### config.mk
export PLATFORM = sky130hd
export DESIGN_NAME = core_irq_enable
export DESIGN_NICKNAME = d
export VERILOG_FILES = /design/src/logic/irq_ctrl_pkg.sv /design/src/logic/evt_if.sv /design/src/logic/core_irq_enable.sv /design/src/logic/event_detect.sv /design/src/logic/sticky_bits.sv
export VERILOG_INCLUDE_DIRS = /design/src /design/src/logic
export SDC_FILE = /design/constraint.sdc
export NUM_CORES = 1
export LEC_CHECK = 0
export BUFFER_PORTS_ARGS = -buffer_cell sky130_fd_sc_hd__buf_4
export CAP_MARGIN = 10
export CELL_PAD_IN_SITES_DETAIL_PLACEMENT = 1
export CELL_PAD_IN_SITES_GLOBAL_PLACEMENT = 2
export CORE_MARGIN = 4
export CORE_UTILIZATION = 29
export CTS_BUF_LIST = sky130_fd_sc_hd__clkbuf_4
export CTS_CLUSTER_SIZE = 20
export DETAILED_ROUTE_END_ITERATION = 6
export HOLD_SLACK_MARGIN = 0.1
export PLACE_DENSITY_LB_ADDON = 0.05
export RECOVER_POWER = 100
export SYNTH_ARGS = -nofsm -noshare
export SYNTH_HDL_FRONTEND = slang
export SYNTH_HIERARCHICAL = 1
export SYNTH_SLANG_ARGS = --single-unit
export TNS_END_PERCENT = 30
### constraint.sdc
create_clock -name sys_clk -period 2.2 [get_ports sys_clk]
set_input_delay 0.11 -clock sys_clk [delete_from_list [all_inputs] [get_ports sys_clk]]
set_output_delay 0.11 -clock sys_clk [all_outputs]
set_load 0.03 [all_outputs]
### src/logic/irq_ctrl_regs.svh
// register offsets, bit positions, reset values of the interrupt enable logic
`ifndef IRQ_CTRL_REGS_SVH
`define IRQ_CTRL_REGS_SVH
// ----------------------------------------------------------------------
// byte offsets on the register bus
// ----------------------------------------------------------------------
`define OFS_CORE_CTRL    8'h00
`define OFS_PIE_A        8'h04
`define OFS_PIE_B        8'h08
`define OFS_PORT_MASK    8'h0c
`define OFS_OPTION       8'h10
`define OFS_IRQ_STATUS   8'h14
`define OFS_IRQ_MASK     8'h18
// ----------------------------------------------------------------------
// core control, option and enable b register fields
// ----------------------------------------------------------------------
`define BIT_GLOBAL_EN    7
`define BIT_GROUP_EN     6
`define BIT_TIMER_ZERO_COUNT_EN      5
`define BIT_PIN_EN       4
`define BIT_PORT_EN      3
`define BIT_TIMER_ZERO_COUNT_FLAG    2
`define BIT_PIN_FLAG     1
`define BIT_PORT_FLAG    0
`define BIT_EDGE_SEL     6
`define BIT_PIE_B_CCP    0
// ----------------------------------------------------------------------
// reset values
// ----------------------------------------------------------------------
`define RST_CORE_EN      4'h0
`define RST_CORE_FLAGS   3'h0
`define RST_PIE_A        8'h00
`define RST_PIE_B        1'h0
`define RST_PORT_MASK    8'h00
`define RST_EDGE_SEL     1'h1
`define RST_IRQ_MASK     2'h0
`define RST_PC           13'h0000
// ----------------------------------------------------------------------
// sequencer constants and interrupt status bits
// ----------------------------------------------------------------------
`define IRQ_VECTOR       13'h0004
`define STAT_TAKEN       0
`define STAT_RETURN      1
`endif

### src/logic/irq_ctrl_pkg.sv
// types shared by the interrupt enable logic
package irq_ctrl_pkg;
   typedef logic [12:0] pc_type;     // program counter word
   typedef enum logic [1:0] {
      seq_idle_type_s  = 2'b00,      // waiting for a request
      seq_flush_type_s = 2'b01,      // flush fetch, drop global enable
      seq_push_type_s  = 2'b10,      // push return address
      seq_jump_type_s  = 2'b11       // load vector
   } seq_state_type;
endpackage

### src/logic/evt_if.sv
// event pulses from the edge detector to the flag logic
`timescale 1ns/100ps
interface evt_if;
   logic tmr_evt;   // timer zero rolled over
   logic pin_evt;   // valid edge on external pin
   logic port_evt;  // enabled port pin changed
   modport src (output tmr_evt, output pin_evt, output port_evt);
   modport snk (input tmr_evt, input pin_evt, input port_evt);
endinterface

### src/logic/core_irq_enable.sv
// interrupt enable, flag and vectoring logic with a wishbone register port
//
// Functional notes
// global enable gates every request
// group enable gates all peripheral sources
// timer zero enable gates its flag
// pin enable gates the external flag
// port enable plus per-pin mask gate change
// timer zero flag sets on overflow, sticky
// external flag cleared only by software
// port change flag sets on change, sticky
// software loads timer before clearing flag
// enable register a holds eight peripheral enables
// enable register b implements bit zero only
// unimplemented bits read zero, ignore writes
// flags set regardless of any enable but the per-pin port mask
// take: flush, clear global, push, vector
// return pops address, sets global enable
// edge select picks rising or falling edge
// request from enabled core or peripheral flag
// hardware set beats software clear
`timescale 1ns/100ps
`include "irq_ctrl_regs.svh"
module core_irq_enable
   import irq_ctrl_pkg::*;
(
   // clock and reset
   input  wire logic        sys_clk,
   input  wire logic        reset,
   // wishbone slave
   input  wire logic        wb_cyc_i,
   input  wire logic        wb_stb_i,
   input  wire logic        wb_we_i,
   input  wire logic [7:0]  wb_adr_i,
   input  wire logic [3:0]  wb_sel_i,
   input  wire logic [31:0] wb_dat_i,
   output logic [31:0]      wb_dat_o,
   output logic             wb_ack_o,
   // event sources
   input  wire logic        timer_zero_overflow,
   input  wire logic        ext_irq_pin,
   input  wire logic [7:0]  port_pins,
   input  wire logic [7:0]  periph_flags_a,
   input  wire logic        periph_flags_b,
   // sequencer side
   input  wire pc_type      current_pc,
   input  wire logic        return_from_interrupt,
   input  wire pc_type      stack_pop_pc,
   output logic             irq_request,
   output logic             fetch_flush,
   output logic             stack_push,
   output pc_type           stack_push_pc,
   output logic             stack_pop,
   output logic             pc_load,
   output pc_type           pc_load_value,
   // interrupt output
   output logic             irq_out
);
   // ----------------------------------------------------------------------
   // state
   // ----------------------------------------------------------------------
   typedef struct packed {
      logic          global_irq_enable;        // global enable
      logic [3:0]    core_en;    // group, timer, pin, port enables
      logic [7:0]    pie_a;      // peripheral enables a
      logic          pie_b;      // peripheral enable b
      logic [7:0]    port_mask;  // per-pin change enables
      logic          edge_sel;   // external edge select
      logic [1:0]    irq_mask;   // interrupt output mask
      logic          ack;        // bus acknowledge
      logic [7:0]    rdata;      // read data
      seq_state_type state;      // vectoring sequencer
      pc_type        ret_pc;     // captured return address
      logic          flush;      // sequencer pulses
      logic          push;
      logic          pop;
      logic          load;
      pc_type        load_pc;    // value for pc load
   } st_type;
   st_type s_q;
   st_type s_d;

   evt_if ev ();                 // event pulses
   logic [2:0] core_flags;       // timer, pin, port flags
   logic [1:0] stat;             // interrupt status
   logic       bus_req;          // new bus access
   logic       wr_ok;            // write hits low byte lane
   logic       wr_ctrl;          // write to control register
   logic       wr_stat;          // write to status register
   logic       core_req;         // core source pending and enabled
   logic       per_req;          // peripheral source pending and enabled
   logic       take;             // interrupt taken this cycle
   logic       ret;              // return handled this cycle
   logic [1:0] stat_set;         // status events

   // ----------------------------------------------------------------------
   // event detection and flags
   // ----------------------------------------------------------------------
   event_detect u_events (
      .sys_clk             (sys_clk),
      .reset               (reset),
      .timer_zero_overflow (timer_zero_overflow),
      .ext_irq_pin         (ext_irq_pin),
      .port_pins           (port_pins),
      .edge_select_option  (s_q.edge_sel),
      .port_change_mask    (s_q.port_mask),
      .ev                  (ev)
   );

   // timer, pin and port flags stay set until software writes them
   sticky_bits #(.W(3)) u_core_flags (
      .sys_clk      (sys_clk),
      .reset        (reset),
      .set_bits     ({ev.tmr_evt, ev.pin_evt, ev.port_evt}),
      .wr_en        (wr_ctrl),
      .wr_one_clear (1'b0),
      .wr_data      (wb_dat_i[2:0]),
      .flags        (core_flags)
   );

   // interrupt status, write one to clear
   sticky_bits #(.W(2)) u_status (
      .sys_clk      (sys_clk),
      .reset        (reset),
      .set_bits     (stat_set),
      .wr_en        (wr_stat),
      .wr_one_clear (1'b1),
      .wr_data      (wb_dat_i[1:0]),
      .flags        (stat)
   );

   // ----------------------------------------------------------------------
   // bus decode
   // ----------------------------------------------------------------------
   always_comb begin
      bus_req = wb_cyc_i & wb_stb_i & ~s_q.ack;
      wr_ok   = bus_req & wb_we_i & wb_sel_i[0];
      wr_ctrl = wr_ok & (wb_adr_i == `OFS_CORE_CTRL);
      wr_stat = wr_ok & (wb_adr_i == `OFS_IRQ_STATUS);
   end

   // ----------------------------------------------------------------------
   // request combine
   // ----------------------------------------------------------------------
   always_comb begin
      core_req = (s_q.core_en[2] & core_flags[2]) |
                 (s_q.core_en[1] & core_flags[1]) |
                 (s_q.core_en[0] & core_flags[0]);
      per_req  = s_q.core_en[3] &
                 ((|(s_q.pie_a & periph_flags_a)) |
                  (s_q.pie_b & periph_flags_b));
      irq_request = s_q.global_irq_enable & (core_req | per_req);
      ret  = (s_q.state == seq_idle_type_s) & return_from_interrupt;
      take = (s_q.state == seq_idle_type_s) & ~ret & irq_request;
      stat_set = '0;
      stat_set[`STAT_TAKEN]  = take;
      stat_set[`STAT_RETURN] = ret;
   end

   // ----------------------------------------------------------------------
   // next state
   // ----------------------------------------------------------------------
   always_comb begin
      s_d = s_q;
      s_d.ack   = bus_req;            // one wait state, then ack
      s_d.flush = 1'b0;
      s_d.push  = 1'b0;
      s_d.pop   = 1'b0;
      s_d.load  = 1'b0;

      // register writes, low byte lane only
      if (wr_ok) begin
         case (wb_adr_i)
            `OFS_CORE_CTRL: begin
               s_d.global_irq_enable     = wb_dat_i[`BIT_GLOBAL_EN];
               s_d.core_en = wb_dat_i[`BIT_GROUP_EN:`BIT_PORT_EN];
            end
            `OFS_PIE_A: begin
               s_d.pie_a = wb_dat_i[7:0];
            end
            `OFS_PIE_B: begin
               s_d.pie_b = wb_dat_i[`BIT_PIE_B_CCP];
            end
            `OFS_PORT_MASK: begin
               s_d.port_mask = wb_dat_i[7:0];
            end
            `OFS_OPTION: begin
               s_d.edge_sel = wb_dat_i[`BIT_EDGE_SEL];
            end
            `OFS_IRQ_MASK: begin
               s_d.irq_mask = wb_dat_i[1:0];
            end
            default: begin
               // status handled by its own flags, others ignored
            end
         endcase
      end

      // register reads, unused bits zero
      s_d.rdata = 8'h00;
      if (bus_req & ~wb_we_i) begin
         case (wb_adr_i)
            `OFS_CORE_CTRL: begin
               s_d.rdata = {s_q.global_irq_enable, s_q.core_en, core_flags};
            end
            `OFS_PIE_A: begin
               s_d.rdata = s_q.pie_a;
            end
            `OFS_PIE_B: begin
               s_d.rdata = {7'h00, s_q.pie_b};
            end
            `OFS_PORT_MASK: begin
               s_d.rdata = s_q.port_mask;
            end
            `OFS_OPTION: begin
               s_d.rdata[`BIT_EDGE_SEL] = s_q.edge_sel;
            end
            `OFS_IRQ_STATUS: begin
               s_d.rdata = {6'h00, stat};
            end
            `OFS_IRQ_MASK: begin
               s_d.rdata = {6'h00, s_q.irq_mask};
            end
            default: begin
               s_d.rdata = 8'h00;      // unmapped reads zero
            end
         endcase
      end

      // vectoring sequencer
      case (s_q.state)
         seq_idle_type_s: begin
            if (ret) begin
               s_d.pop     = 1'b1;
               s_d.load    = 1'b1;
               s_d.load_pc = stack_pop_pc;
               s_d.global_irq_enable     = 1'b1;
            end else if (take) begin
               s_d.flush  = 1'b1;
               s_d.global_irq_enable    = 1'b0;
               s_d.ret_pc = current_pc;
               s_d.state  = seq_flush_type_s;
            end
         end
         seq_flush_type_s: begin
            s_d.push  = 1'b1;
            s_d.state = seq_push_type_s;
         end
         seq_push_type_s: begin
            s_d.load    = 1'b1;
            s_d.load_pc = `IRQ_VECTOR;
            s_d.state   = seq_jump_type_s;
         end
         seq_jump_type_s: begin
            s_d.state = seq_idle_type_s;  // settle one cycle
         end
         default: begin
            s_d.state = seq_idle_type_s;
         end
      endcase
   end

   // ----------------------------------------------------------------------
   // state register
   // ----------------------------------------------------------------------
   always_ff @(posedge sys_clk) begin
      if (reset) begin
         s_q           <= '0;
         s_q.core_en   <= `RST_CORE_EN;
         s_q.pie_a     <= `RST_PIE_A;
         s_q.pie_b     <= `RST_PIE_B;
         s_q.port_mask <= `RST_PORT_MASK;
         s_q.edge_sel  <= `RST_EDGE_SEL;
         s_q.irq_mask  <= `RST_IRQ_MASK;
         s_q.state     <= seq_idle_type_s;
         s_q.ret_pc    <= `RST_PC;
         s_q.load_pc   <= `RST_PC;
      end else begin
         s_q <= s_d;
      end
   end

   // ----------------------------------------------------------------------
   // outputs
   // ----------------------------------------------------------------------
   assign wb_ack_o      = s_q.ack;
   assign wb_dat_o      = {24'h000000, s_q.rdata};
   assign fetch_flush   = s_q.flush;
   assign stack_push    = s_q.push;
   assign stack_push_pc = s_q.ret_pc;
   assign stack_pop     = s_q.pop;
   assign pc_load       = s_q.load;
   assign pc_load_value = s_q.load_pc;
   assign irq_out       = |(stat & s_q.irq_mask);
endmodule // core_irq_enable

### src/logic/event_detect.sv
// turns timer, pin and port inputs into registered event pulses
`timescale 1ns/100ps
module event_detect
   import irq_ctrl_pkg::*;
(
   // clock and reset
   input  wire logic       sys_clk,
   input  wire logic       reset,
   // sources
   input  wire logic       timer_zero_overflow,
   input  wire logic       ext_irq_pin,
   input  wire logic [7:0] port_pins,
   // configuration
   input  wire logic       edge_select_option,
   input  wire logic [7:0] port_change_mask,
   // event pulses
   evt_if.src              ev
);
   typedef struct packed {
      logic       pin_prev;   // last pin level
      logic [7:0] port_prev;  // last port levels
      logic       primed;     // history valid after reset
      logic       tmr;        // registered pulses
      logic       pin;
      logic       port;
   } st_type;
   st_type s_q;
   st_type s_d;

   // ------------------------------------------------------------
   // edge compare against the previous sample
   // ------------------------------------------------------------
   always_comb begin
      s_d = s_q;
      s_d.pin_prev  = ext_irq_pin;
      s_d.port_prev = port_pins;
      s_d.primed    = 1'b1;
      s_d.tmr       = timer_zero_overflow;
      // rising edge when set, falling when clear
      if (edge_select_option) begin
         s_d.pin = s_q.primed & ext_irq_pin & ~s_q.pin_prev;
      end else begin
         s_d.pin = s_q.primed & ~ext_irq_pin & s_q.pin_prev;
      end
      // only pins with their mask bit set count
      s_d.port = s_q.primed &
                 (|((port_pins ^ s_q.port_prev) & port_change_mask));
   end

   // state register
   always_ff @(posedge sys_clk) begin
      if (reset) begin
         s_q <= '0;
      end else begin
         s_q <= s_d;
      end
   end

   assign ev.tmr_evt  = s_q.tmr;
   assign ev.pin_evt  = s_q.pin;
   assign ev.port_evt = s_q.port;
endmodule // event_detect

### src/logic/sticky_bits.sv
// sticky flag bits: hardware sets, software loads or clears
`timescale 1ns/100ps
module sticky_bits
   import irq_ctrl_pkg::*;
#(
   parameter int W = 3
) (
   // clock and reset
   input  wire logic         sys_clk,
   input  wire logic         reset,
   // hardware set pulses
   input  wire logic [W-1:0] set_bits,
   // software access
   input  wire logic         wr_en,
   input  wire logic         wr_one_clear,
   input  wire logic [W-1:0] wr_data,
   // flag state
   output logic [W-1:0]      flags
);
   typedef struct packed {
      logic [W-1:0] q;  // flag bits
   } st_type;
   st_type s_q;
   st_type s_d;

   // ------------------------------------------------------------
   // next state: write first, then hardware set wins
   // ------------------------------------------------------------
   always_comb begin
      s_d = s_q;
      if (wr_en) begin
         if (wr_one_clear) begin
            s_d.q = s_q.q & ~wr_data;   // write one to clear
         end else begin
            s_d.q = wr_data;            // plain load
         end
      end
      s_d.q = s_d.q | set_bits;
   end

   // state register
   always_ff @(posedge sys_clk) begin
      if (reset) begin
         s_q <= '0;
      end else begin
         s_q <= s_d;
      end
   end

   assign flags = s_q.q;
endmodule // sticky_bits

Word-level counts from Yosys, hierarchy flattened
Cells that the tools add are included.
- register bits: 84
- bits in latches: 0
- RAM bits: 0
- ROM bits: 0
- input bits: 95
- output and inout bits: 65
- logic and storage cells: 117
- memories: 0
- add/sub/neg operators: 0
- multiply operators: 0
- div/mod/pow operators: 0
- $lt $le $gt $ge: 0
- equality and inequality tests: 12
- shift-type cells: 0
- multiplexer cells: 23
- bitwise operators: 40
- reduce and logical (&&, ||, !) cells: 18
- operator list (operator ; number):
    one-hot mux 6 bit (6 select lines) ; 1
    two-way mux 16 bit ; 2
    one-hot mux 14 bit (2 select lines) ; 1
    two-way mux 25 bit ; 1
    == test 8 x 5 -> 1 bit, second input constant ; 3
    AND 1 bit ; 21
    AND 8 bit ; 2
    == test 8 x 4 -> 1 bit, second input constant ; 2
    two-way mux 8 bit ; 2
    AND reduction 2 bit ; 8
    OR reduction 8 bit ; 2
    two-way mux 15 bit ; 1
    == test 8 x 3 -> 1 bit, second input constant ; 1
    logical NOT 8 bit ; 1
    one-hot mux 2 bit (4 select lines) ; 1
    bitwise XOR 8 bit ; 1
    two-way mux 1 bit ; 7
    inverter 1 bit ; 7
    inequality test 2 bit, second input constant ; 3
    OR reduction 2 bit ; 3
    two-way mux 5 bit ; 1
    AND 2 bit ; 2
    == test 2 bit, second input constant ; 2
    two-way mux 2 bit ; 2
    other kinds (13) ; 16

Logic depth before layout (Yosys ltp)
Gate-level depths: netlist of the first run.
- depth in word-level cells: 10
- depth in mapped cells: 9
- mapped depth without buffers: 8

Modules after synthesis
The synthesis of the first run kept the hierarchy.
- modules (own cells, without submodules) (module ; instances ; cells each ; area an instance (sq um) ; seq. area each (sq um)):
    core_irq_enable ; 1 ; 330 ; 3160.5 ; 1321.3
    event_detect ; 1 ; 44 ; 465.4 ; 260.2
    sticky_bits at u_core_flags ; 1 ; 17 ; 136.4 ; 60.1
    sticky_bits at u_status ; 1 ; 12 ; 95.1 ; 40.0

Worst setup path before layout of the first run
OpenSTA, ideal clock, no wires.
- path type: flip-flop to flip-flop
- start: register s_q (netlist bit wb_ack_o)
- end: register u_core_flags.s_q (netlist bit u_core_flags/flags[0])
- setup time: 0.070 ns
- data arrival time: 1.713 ns
- required time: 2.130 ns
- setup slack: 0.417 ns
- cell stages (with the launch flop): 7
- buffers on the path: 0
- clock period less this slack: 1.783 ns
- cell sequence: dfxtp_1 -> nand4bb_1 -> or4_4 -> nor2b_1 -> nor2b_2 -> a21oi_1 -> a21oi_1
- word-level cells in the longest chain between the ends: 7
- ends and longest elaborated chain (element ; RTL line ; source):
    from (decl) ; core_irq_enable.sv:80 ; st_type s_q;
    inverter 1 bit ; core_irq_enable.sv:136 ; bus_req = wb_cyc_i & wb_stb_i & ~s_q.ack;
    AND 1 bit ; core_irq_enable.sv:136 ;
    AND 1 bit (2 in series) ; core_irq_enable.sv:137 ; wr_ok = bus_req & wb_we_i & wb_sel_i[0];
    AND 1 bit ; core_irq_enable.sv:138 ; wr_ctrl = wr_ok & (wb_adr_i == `OFS_CORE_CTRL);
    net wr_ctrl ; core_irq_enable.sv:88 ; logic wr_ctrl;
    two-way mux 3 bit ; sticky_bits.sv:31 ; if (wr_en) begin
    bitwise OR 3 bit ; sticky_bits.sv:38 ; s_d.q = s_d.q | set_bits;
    to (signal assigned) ; sticky_bits.sv:44 ; s_q <= '0;
    to (signal assigned) ; sticky_bits.sv:46 ; s_q <= s_d;
    to (decl) ; sticky_bits.sv:23 ; st_type s_q;
The timed path passes the listed nets, and every way through them passes these cells.
A chain may end at the register's enable or synchronous reset.

Worst setup path after layout of the first run
- start: register s_q[54] in the netlist's numbering
- end: output irq_request
- word-level cells in the longest chain between the ends: 6
- ends and longest elaborated chain (element ; RTL line ; source):
    AND 8 bit ; core_irq_enable.sv:150 ; ((|(s_q.pie_a & periph_flags_a)) |
    OR reduction 8 bit ; core_irq_enable.sv:150 ;
    bitwise OR 1 bit ; core_irq_enable.sv:150 ;
    AND 1 bit ; core_irq_enable.sv:149 ; per_req = s_q.core_en[3] &
    bitwise OR 1 bit ; core_irq_enable.sv:152 ; irq_request = s_q.global_irq_enable & (core_req | per_req);
    AND 1 bit ; core_irq_enable.sv:152 ;
    to (decl) ; core_irq_enable.sv:49 ; output logic irq_request,
No other way between the ends.

==> key figures, run 1 <==
Place
  • Placed insts: 649
  • Post-DP HPWL: 7.81 mm
  • Placed instance area: 0.00457 mm^2
  • Gpl congestion: 0.758
  • Port Buf Inserts: 108

Worst setup path
  • Worst Setup Start Kind: register
  • Worst EP required: 2.09 ns
  • Reg2Reg Capture Point: s_q[46]
  • Crit path cell chain: a222oi_1 > nand2_4 > o211ai_1 > buf_4 > inv_2 > buf_6
  • R2R cell count: 7
  • Worst-path fanout max: 3
  • Worst r2r src: wb_ack_o
  • Critical-path top delay cell: a222oi_1
  • Arrival time at the worst endpoint: 1.98 ns
  • WS Path Type: register to output pin
  • Flop2flop setup slack: 0.11 ns
  • Worst Setup End Kind: output pin
  • CP max stage delay: 0.48 ns

Final layout
  • Register area: 0.00168 mm^2
  • Fin cells: 729
  • Most common cell after layout, fill and taps aside: dfxtp_1
  • FILL cells: 1546
  • Nets@finish: 650
  • Final Cell Area: 0.00512 mm^2
  • Area delta synth->final: 32.6%
  • Layout cells sized above 1: 0.200
  • Commonest cells after routing, fill and taps aside: dfxtp_1 (82), buf_4 (73), dlygate4sd3_1 (55)
  • Area of the multi-input gates: 0.00175 mm^2

CTS
  • Root buffer cell: clkbuf_4
  • H-tree depth: 3
  • CTS clock-pin slew for the worst setup and hold paths: 0.13 ns
  • CTS tree: yes
  • Clock Path Buffers: 2
  • Total CTS buffers: 9
  • Insertion delay to the later sink of the worst-skew pair: 0.47 ns
  • CTS sink cnt: 84

Routing
  • Drt total wl: 10.9 mm
  • Pre-antenna DRT Iters: 4
  • Vias per inst: 4.39
  • Initial detailed-routing violation count: 92
  • Average wire per standard cell: 14.9 um
  • Vias: 3197
  • Residual DRC: 0
  • Post-DRT Antenna Nets: 0

Yosys
  • Syn Inst Count: 403
  • Synthesized area per cell: 9.57 um^2
  • Area of the mapped netlist: 0.00386 mm^2
  • Seq/Total Area, Yosys: 0.436
  • FF+latch count, synth: 84
  • Top FF cell, synth: dfxtp_1
  • Yosys synthesis warning count: 6
  • Distinct cells, synth: 46
  • Post-synth ARST share: 0
  • Post-synth EDFFs: 0

Floorplan
  • Io pins: 160
  • Row count: 41
  • Die Width: 123 um
  • Initial core utilization: 0.301
  • Die height: 123 um
  • Core area: 0.0128 mm^2
  • Die Footprint: 0.0152 mm^2

STA
  • Final setup fails: 0
  • Max-slew headroom: 0.149
  • Final Hold Vio Count: 0
  • Clock skew: 0.0125 ns
  • Worst-Margin Slew: 1.28 ns
  • Max Freq: 479 MHz
  • Tmin final: 2.09 ns
  • Final Cycle Share: 0.949
  • Max-slew violation count: 0

Flow run
  • Max-Cap Viols: 0

Power and ir drop
  • Tot Pwr: 0.00288 W
  • PwrDens: 563 mW/mm^2
  • VDD IR max: 303 uV
  • Leak: 2.33 nW

GRT
  • Antenna violations before repair: 1
  • Number of global-route vias before repair: 3299
  • Grt total ovfl: 0
  • Pin count of the biggest net entering global routing: 30
  • GRT Overall Usage: 0.147
  • First-pass GRT wire length: 16.9 mm

Hold path
  • Min-Delay Path Depth: 5
  • Worst hold endpoint: s_q[43]
  • Hold_sp: wb_sel_i[0]
  • Hold Path Class: input pin to register

Outcome
  • Status: complete, no violations
## registers in the layout, indices dropped and copies added, names as in the netlist, 2 cells and up
| name | flops |
|---|---|
| pc_load_value | 13 |
| u_status/flags | 2 |
| u_events/s_q | 10 |
| s_q | 27 |
| u_core_flags/flags | 3 |
| wb_dat_o | 8 |
| stack_push_pc | 13 |
## critical path: cells and delay by family, from the launching register on
family,cells,cell delay [ns]
simple gates,1,0.08
flops,1,0.35
buf+inv,3,0.32
compound gates,2,0.75
## cell type report
class                      count  area share
clock buffer                  12      0.0176
sequential                    84       0.329
clock inverter                 4     0.00318
tap                          172      0.0421
antenna                        1    0.000489
timing repair buffer         178       0.258
inverter                      10     0.00734
multi-input combinational    268       0.342
## synth_stat cells, drive strengths merged (8+ instances only)
| cell | count | area share |
|---|---|---|
| inv | 10 | 0.0097 |
| a22o | 13 | 0.030 |
| a22oi | 14 | 0.027 |
| mux2i | 37 | 0.096 |
| xor2 | 8 | 0.018 |
| clkbuf | 9 | 0.0088 |
| buf | 61 | 0.12 |
| nand2 | 14 | 0.014 |
| o21ai | 8 | 0.010 |
| dfxtp | 84 | 0.44 |
| a21oi | 14 | 0.018 |
| mux2 | 9 | 0.026 |
| nor2 | 50 | 0.049 |
| nor2b | 22 | 0.037 |
## per-layer routing
metal	share of wire	track usage
met3	0.054	0.0471
met4	0.014	0.0505
met2	0.50	0.253
met5	0	0
met1	0.43	0.171
## cells by family (layout without fill, tap and decap cells)
family | Yosys count | in the layout | synth area share
AND/OR/NAND/NOR | 121 | 121 | 0.166
buffers and inverters | 80 | 204 | 0.137
XOR/XNOR | 8 | 8 | 0.0182
adder cells (fa/ha/maj) | 4 | 4 | 0.0130
flip-flops | 84 | 84 | 0.436
multiplexers | 46 | 46 | 0.122
AO/OA/AOI/OAI | 58 | 58 | 0.106
other | 2 | 32 | 0.00195
## report_power, final
group	total [W]	switching [W]	internal, W
clock	0.000786	0.000528	0.000259
sequential	0.00159	0.0000254	0.00157
combinational	0.000500	0.000274	0.000226
## worst max-delay path by stage
stage                          start                     to  slack (ns)  cells after the start
6_report                     s_q[54]            irq_request        0.11                      6
5_1_grt        u_core_flags/flags[0]            irq_request       -0.03                      7
4_1_cts                     wb_ack_o                s_q[46]        0.03                      7
3_5_place_dp   u_core_flags/flags[0]                s_q[30]        0.33                      5
3_3_place_gp                 s_q[30]      pc_load_value[11]        0.33                      5
2_1_floorplan               wb_ack_o  u_core_flags/flags[0]        0.42                      6
## per-stage QoR
stage	hold WS [ns]	TNS (ns)	setup slack, ns	utilization
after floorplan	0.179	0	0.417	-
after global placement	0.327	0	0.334	0.356
after detailed placement	0.332	0	0.328	0.356
after CTS	0.139	0	0.0331	0.408
after global routing	0.159	-0.0253	-0.0253	0.399
final	0.168	0	0.111	0.399
## what timing repair did
action                                  in CTS  in global routing
endpoints found under the hold margin       78                  0
hold buffers                                55                  0
resized for setup                            0                  9
pin swaps                                    1                  4
endpoints found under the setup margin       1                  2
buffers inserted                             1                  7
Note: power is estimated with default switching activity, not from simulation.
==> run 2: changes to the inputs <==
--- a/config.mk
+++ b/config.mk
@@ -11,7 +11,7 @@
 export CELL_PAD_IN_SITES_DETAIL_PLACEMENT = 1
 export CELL_PAD_IN_SITES_GLOBAL_PLACEMENT = 2
 export CORE_MARGIN = 4
-export CORE_UTILIZATION = 29
+export CORE_UTILIZATION = 28
 export CTS_BUF_LIST = sky130_fd_sc_hd__clkbuf_4
 export CTS_CLUSTER_SIZE = 20
 export DETAILED_ROUTE_END_ITERATION = 6
@@ -20,6 +20,5 @@
 export RECOVER_POWER = 100
 export SYNTH_ARGS = -nofsm -noshare
 export SYNTH_HDL_FRONTEND = slang
-export SYNTH_HIERARCHICAL = 1
 export SYNTH_SLANG_ARGS = --single-unit
 export TNS_END_PERCENT = 30
==> key figures, run 2 <==
Final layout
  • Commonest cells after routing, fill and taps aside: dfxtp_1 (84), buf_4 (75), dlygate4sd3_1 (56)
  • Area delta synth->final: 30.3%
  • Most common cell after layout, fill and taps aside: dfxtp_1
  • Nets@finish: 662 (+1.8%)
  • Ant. Diodes: 0 (-1)
  • Final Cell Area: 0.00517 mm^2 (+1.0%)
  • Layout cells sized above 1: 0.181 (-0.0183)
  • Reg with most FFs: s_q
  • Max FFs per register: 27 (unchanged)

Yosys
  • FF+latch count, synth: 84 (unchanged)
  • Distinct cells, synth: 46 (unchanged)
  • Post-synth ARST share: 0 (unchanged)
  • Top post-synthesis cells by area: dfxtp_1 (42%), buf_4 (11%), mux2i_1 (8.8%)
  • Cell taking the most area after synthesis: dfxtp_1
  • Seq/Total Area, Yosys: 0.424 (-0.0121)
  • Yosys synthesis warning count: 0 (-6)
  • Post-synth EDFFs: 0 (unchanged)
  • Most common library cells after synthesis: dfxtp_1 (84), buf_4 (58), nand2_1 (48), mux2i_1 (35), nor2_1 (21)
  • Syn Inst Count: 435 (+7.9%)
  • Top FF cell, synth: dfxtp_1
  • Synthesized area per cell: 9.12 um^2 (-4.7%)
  • Area of the mapped netlist: 0.00397 mm^2 (+2.9%)
  • Share of the synthesized area in the top cell type: 0.424 (-0.0121)
  • Most common cell in the netlist: dfxtp_1

CTS
  • H-tree depth: 3 (unchanged)
  • CTS sink cnt: 84 (unchanged)
  • Root buffer cell: clkbuf_4
  • CTS tree: yes
  • CTS clock-pin slew for the worst setup and hold paths: 0.15 ns (+0.02 ns)
  • Insertion delay to the later sink of the worst-skew pair: 0.46 ns (about the same)
  • Clock Path Buffers: 2 (unchanged)
  • Total CTS buffers: 9 (unchanged)
  • Number of gates resized after cts: 0 (unchanged)

GRT
  • Met2 Track Usage GR: 0.238 (-0.0159)
  • Antenna violations before repair: 0 (-1)
  • Pin count of the biggest net entering global routing: 41 (+37%)
  • Grt met1 use: 0.197 (+0.0254)
  • GRT Overall Usage: 0.150 (+0.00278)
  • Grt total ovfl: 0 (unchanged)
  • Number of global-route vias before repair: 3464 (+5.0%)
  • Met3 Use GR: 0.0355 (-0.0116)
  • Global route hottest layer: met2
  • First-pass GRT wire length: 18.8 mm (+11%)

Outcome
  • Violated checks: setup timing
  • Status: finished, violations left

Hold path
  • Hold Path Class: input pin to register

Worst setup path
  • Crit path to: u_core_flags.flags[1]
  • Worst r2r src: wb_ack_o
  • Worst Setup Start Kind: input pin
  • CP startpoint: wb_we_i
  • Flop2flop setup slack: 0.16 ns (+0.05 ns)
  • Worst Setup End Kind: register
  • Arrival time at the worst endpoint: 2.56 ns (+0.58 ns)
  • Worst EP required: 2.55 ns (+0.46 ns)
  • Worst-path fanout max: 4 (+1)
  • WS Path Type: input pin to register
  • R2R cell count: 6 (-1)
  • Reg2Reg Capture Point: s_q[57]

Place
  • DP Worst Slack: 0.224 ns (-0.104 ns)
  • Placed instance area: 0.00464 mm^2 (+1.6%)
  • Post-DP HPWL: 8.59 mm (+9.9%)
  • Port Buf Inserts: 108 (unchanged)
  • Gpl congestion: 0.747 (-1.6%)

STA
  • Worst-Margin Slew: 0.972 ns (-0.304 ns)
  • Max Freq: 454 MHz (-5.1%)
  • Final Hold Vio Count: 0 (unchanged)
  • Tmin final: 2.20 ns (+0.113 ns)
  • Clock skew: 0.0258 ns (+0.0133 ns)
  • RSZ-0062 raised after global routing: true
  • Fin worst setup slack: -0.00141 ns (-0.113 ns)
  • Final setup fails: 1 (+1)
  • Final Cycle Share: 1.00 (+0.0513)
  • Setup TNS: -0.00141 ns (-0.00141 ns)
  • Max-slew violation count: 0 (unchanged)
  • Hold WS: 0.158 ns (-0.0104 ns)
  • Max-slew headroom: 0.349 (+0.200)

Floorplan
  • Die Width: 127 um (+3.0%)
  • Io pins: 160 (unchanged)
  • Die height: 127 um (+3.0%)
  • Initial core utilization: 0.286 (-0.0150)
  • Core area: 0.0139 mm^2 (+8.2%)
  • Row count: 43 (+4.9%)
  • Die Footprint: 0.0161 mm^2 (+6.1%)

Routing
  • Vias: 3410 (+6.7%)
  • Post-DRT Antenna Nets: 0 (unchanged)
  • Residual DRC: 0 (unchanged)
  • Drt total wl: 12.0 mm (+11%)
  • Pre-antenna DRT Iters: 4 (unchanged)
  • Vias per inst: 4.56 (+4.0%)
  • Average wire per standard cell: 16.1 um (+7.9%)
  • Initial detailed-routing violation count: 198 (+120%)

Power and ir drop
  • VDD IR max: 196 uV (-35%)
  • Leak: 2.05 nW (-12%)
  • PwrDens: 560 mW/mm^2 (-0.56%)

Flow run
  • Max-Cap Viols: 0 (unchanged)
run 2: cell types whose count changed in the layout (fill, tap and decap cells not counted), sizes merged, moves of 8 or more:
cell and delta:
nor2b -9, nor2 -29, inv +8, nand2 +34
run 2: cells by family (layout without fill, tap and decap cells):
logic type      count (synthesis)  after routing  share of synthesized area
simple gates                  118            118                      0.152
flops                          84             84                      0.424
mux                            37             37                     0.0940
other cells                     1             24                   0.000945
xor+xnor                        8              8                     0.0177
compound gates                 83             83                      0.148
buf+inv                       100            210                      0.151
fa+ha+maj                       4              4                     0.0126
run 2: metrics by stage:
| stage | total power, W | std cells | util |
|---|---|---|---|
| global placement | 0.00198 | 675 | 0.334 |
| finish | 0.00289 | 748 | 0.372 |
| global route | 0.00306 | 748 | 0.372 |
| detailed placement | 0.00199 | 675 | 0.334 |
| floorplan | 0.00186 | 458 | - |
| CTS | 0.00298 | 747 | 0.384 |
run 2: routing by layer:
metal | vias up | part of all wire
met5 | - | 0
met4 | 0 | 0.019
met3 | 18 | 0.058
met2 | 94 | 0.46
met1 | 1612 | 0.47
li1 | 1686 | -
run 2: critical path, stage by stage:
cell	delay, ns
dlygate4sd3_1	0.53
buf_4	0.12
or4bb_1	0.53
nor4_4	0.36
mux2i_1	0.26
a21oi_1	0.08
dlygate4sd3_1	0.55
run 2: area by class of cell:
class | count | area [um^2]
inverters | 18 | 67.6
flip-flops and latches | 84 | 1680
multi-input cells | 274 | 1770
well taps | 180 | 225
clock buffers | 9 | 67.6
fillers | 1628 | 8710
clock inverters | 7 | 57.6
repair buffers | 176 | 1290
run 2: worst min path at each step:
stage | from | to | slack (ns) | depth (start not counted)
2_1_floorplan | timer_zero_overflow | u_events.ev.tmr_evt | 0.24 | 1
3_3_place_gp | timer_zero_overflow | u_events.ev.tmr_evt | 0.33 | 2
3_5_place_dp | timer_zero_overflow | u_events.ev.tmr_evt | 0.33 | 2
4_1_cts | wb_adr_i[4] | u_status.flags[0] | 0.11 | 4
5_1_grt | wb_adr_i[4] | wb_dat_o[5] | 0.15 | 3
6_report | wb_adr_i[4] | wb_dat_o[5] | 0.16 | 3
run 2: where the power goes:
part | switching (W) | total, W | leakage (nW) | internal [W]
logic | 0.000243 | 0.000441 | 1.30 | 0.000198
registers | 0.0000182 | 0.00157 | 0.684 | 0.00155
clock network | 0.000549 | 0.000879 | 0.0659 | 0.000330
run 2: what timing repair did:
| action | CTS | global route |
|---|---|---|
| endpoints found under the hold margin | 75 | 0 |
| endpoints found under the setup margin | 0 | 2 |
| hold buffers | 56 | 0 |
| buffers inserted | 0 | 1 |
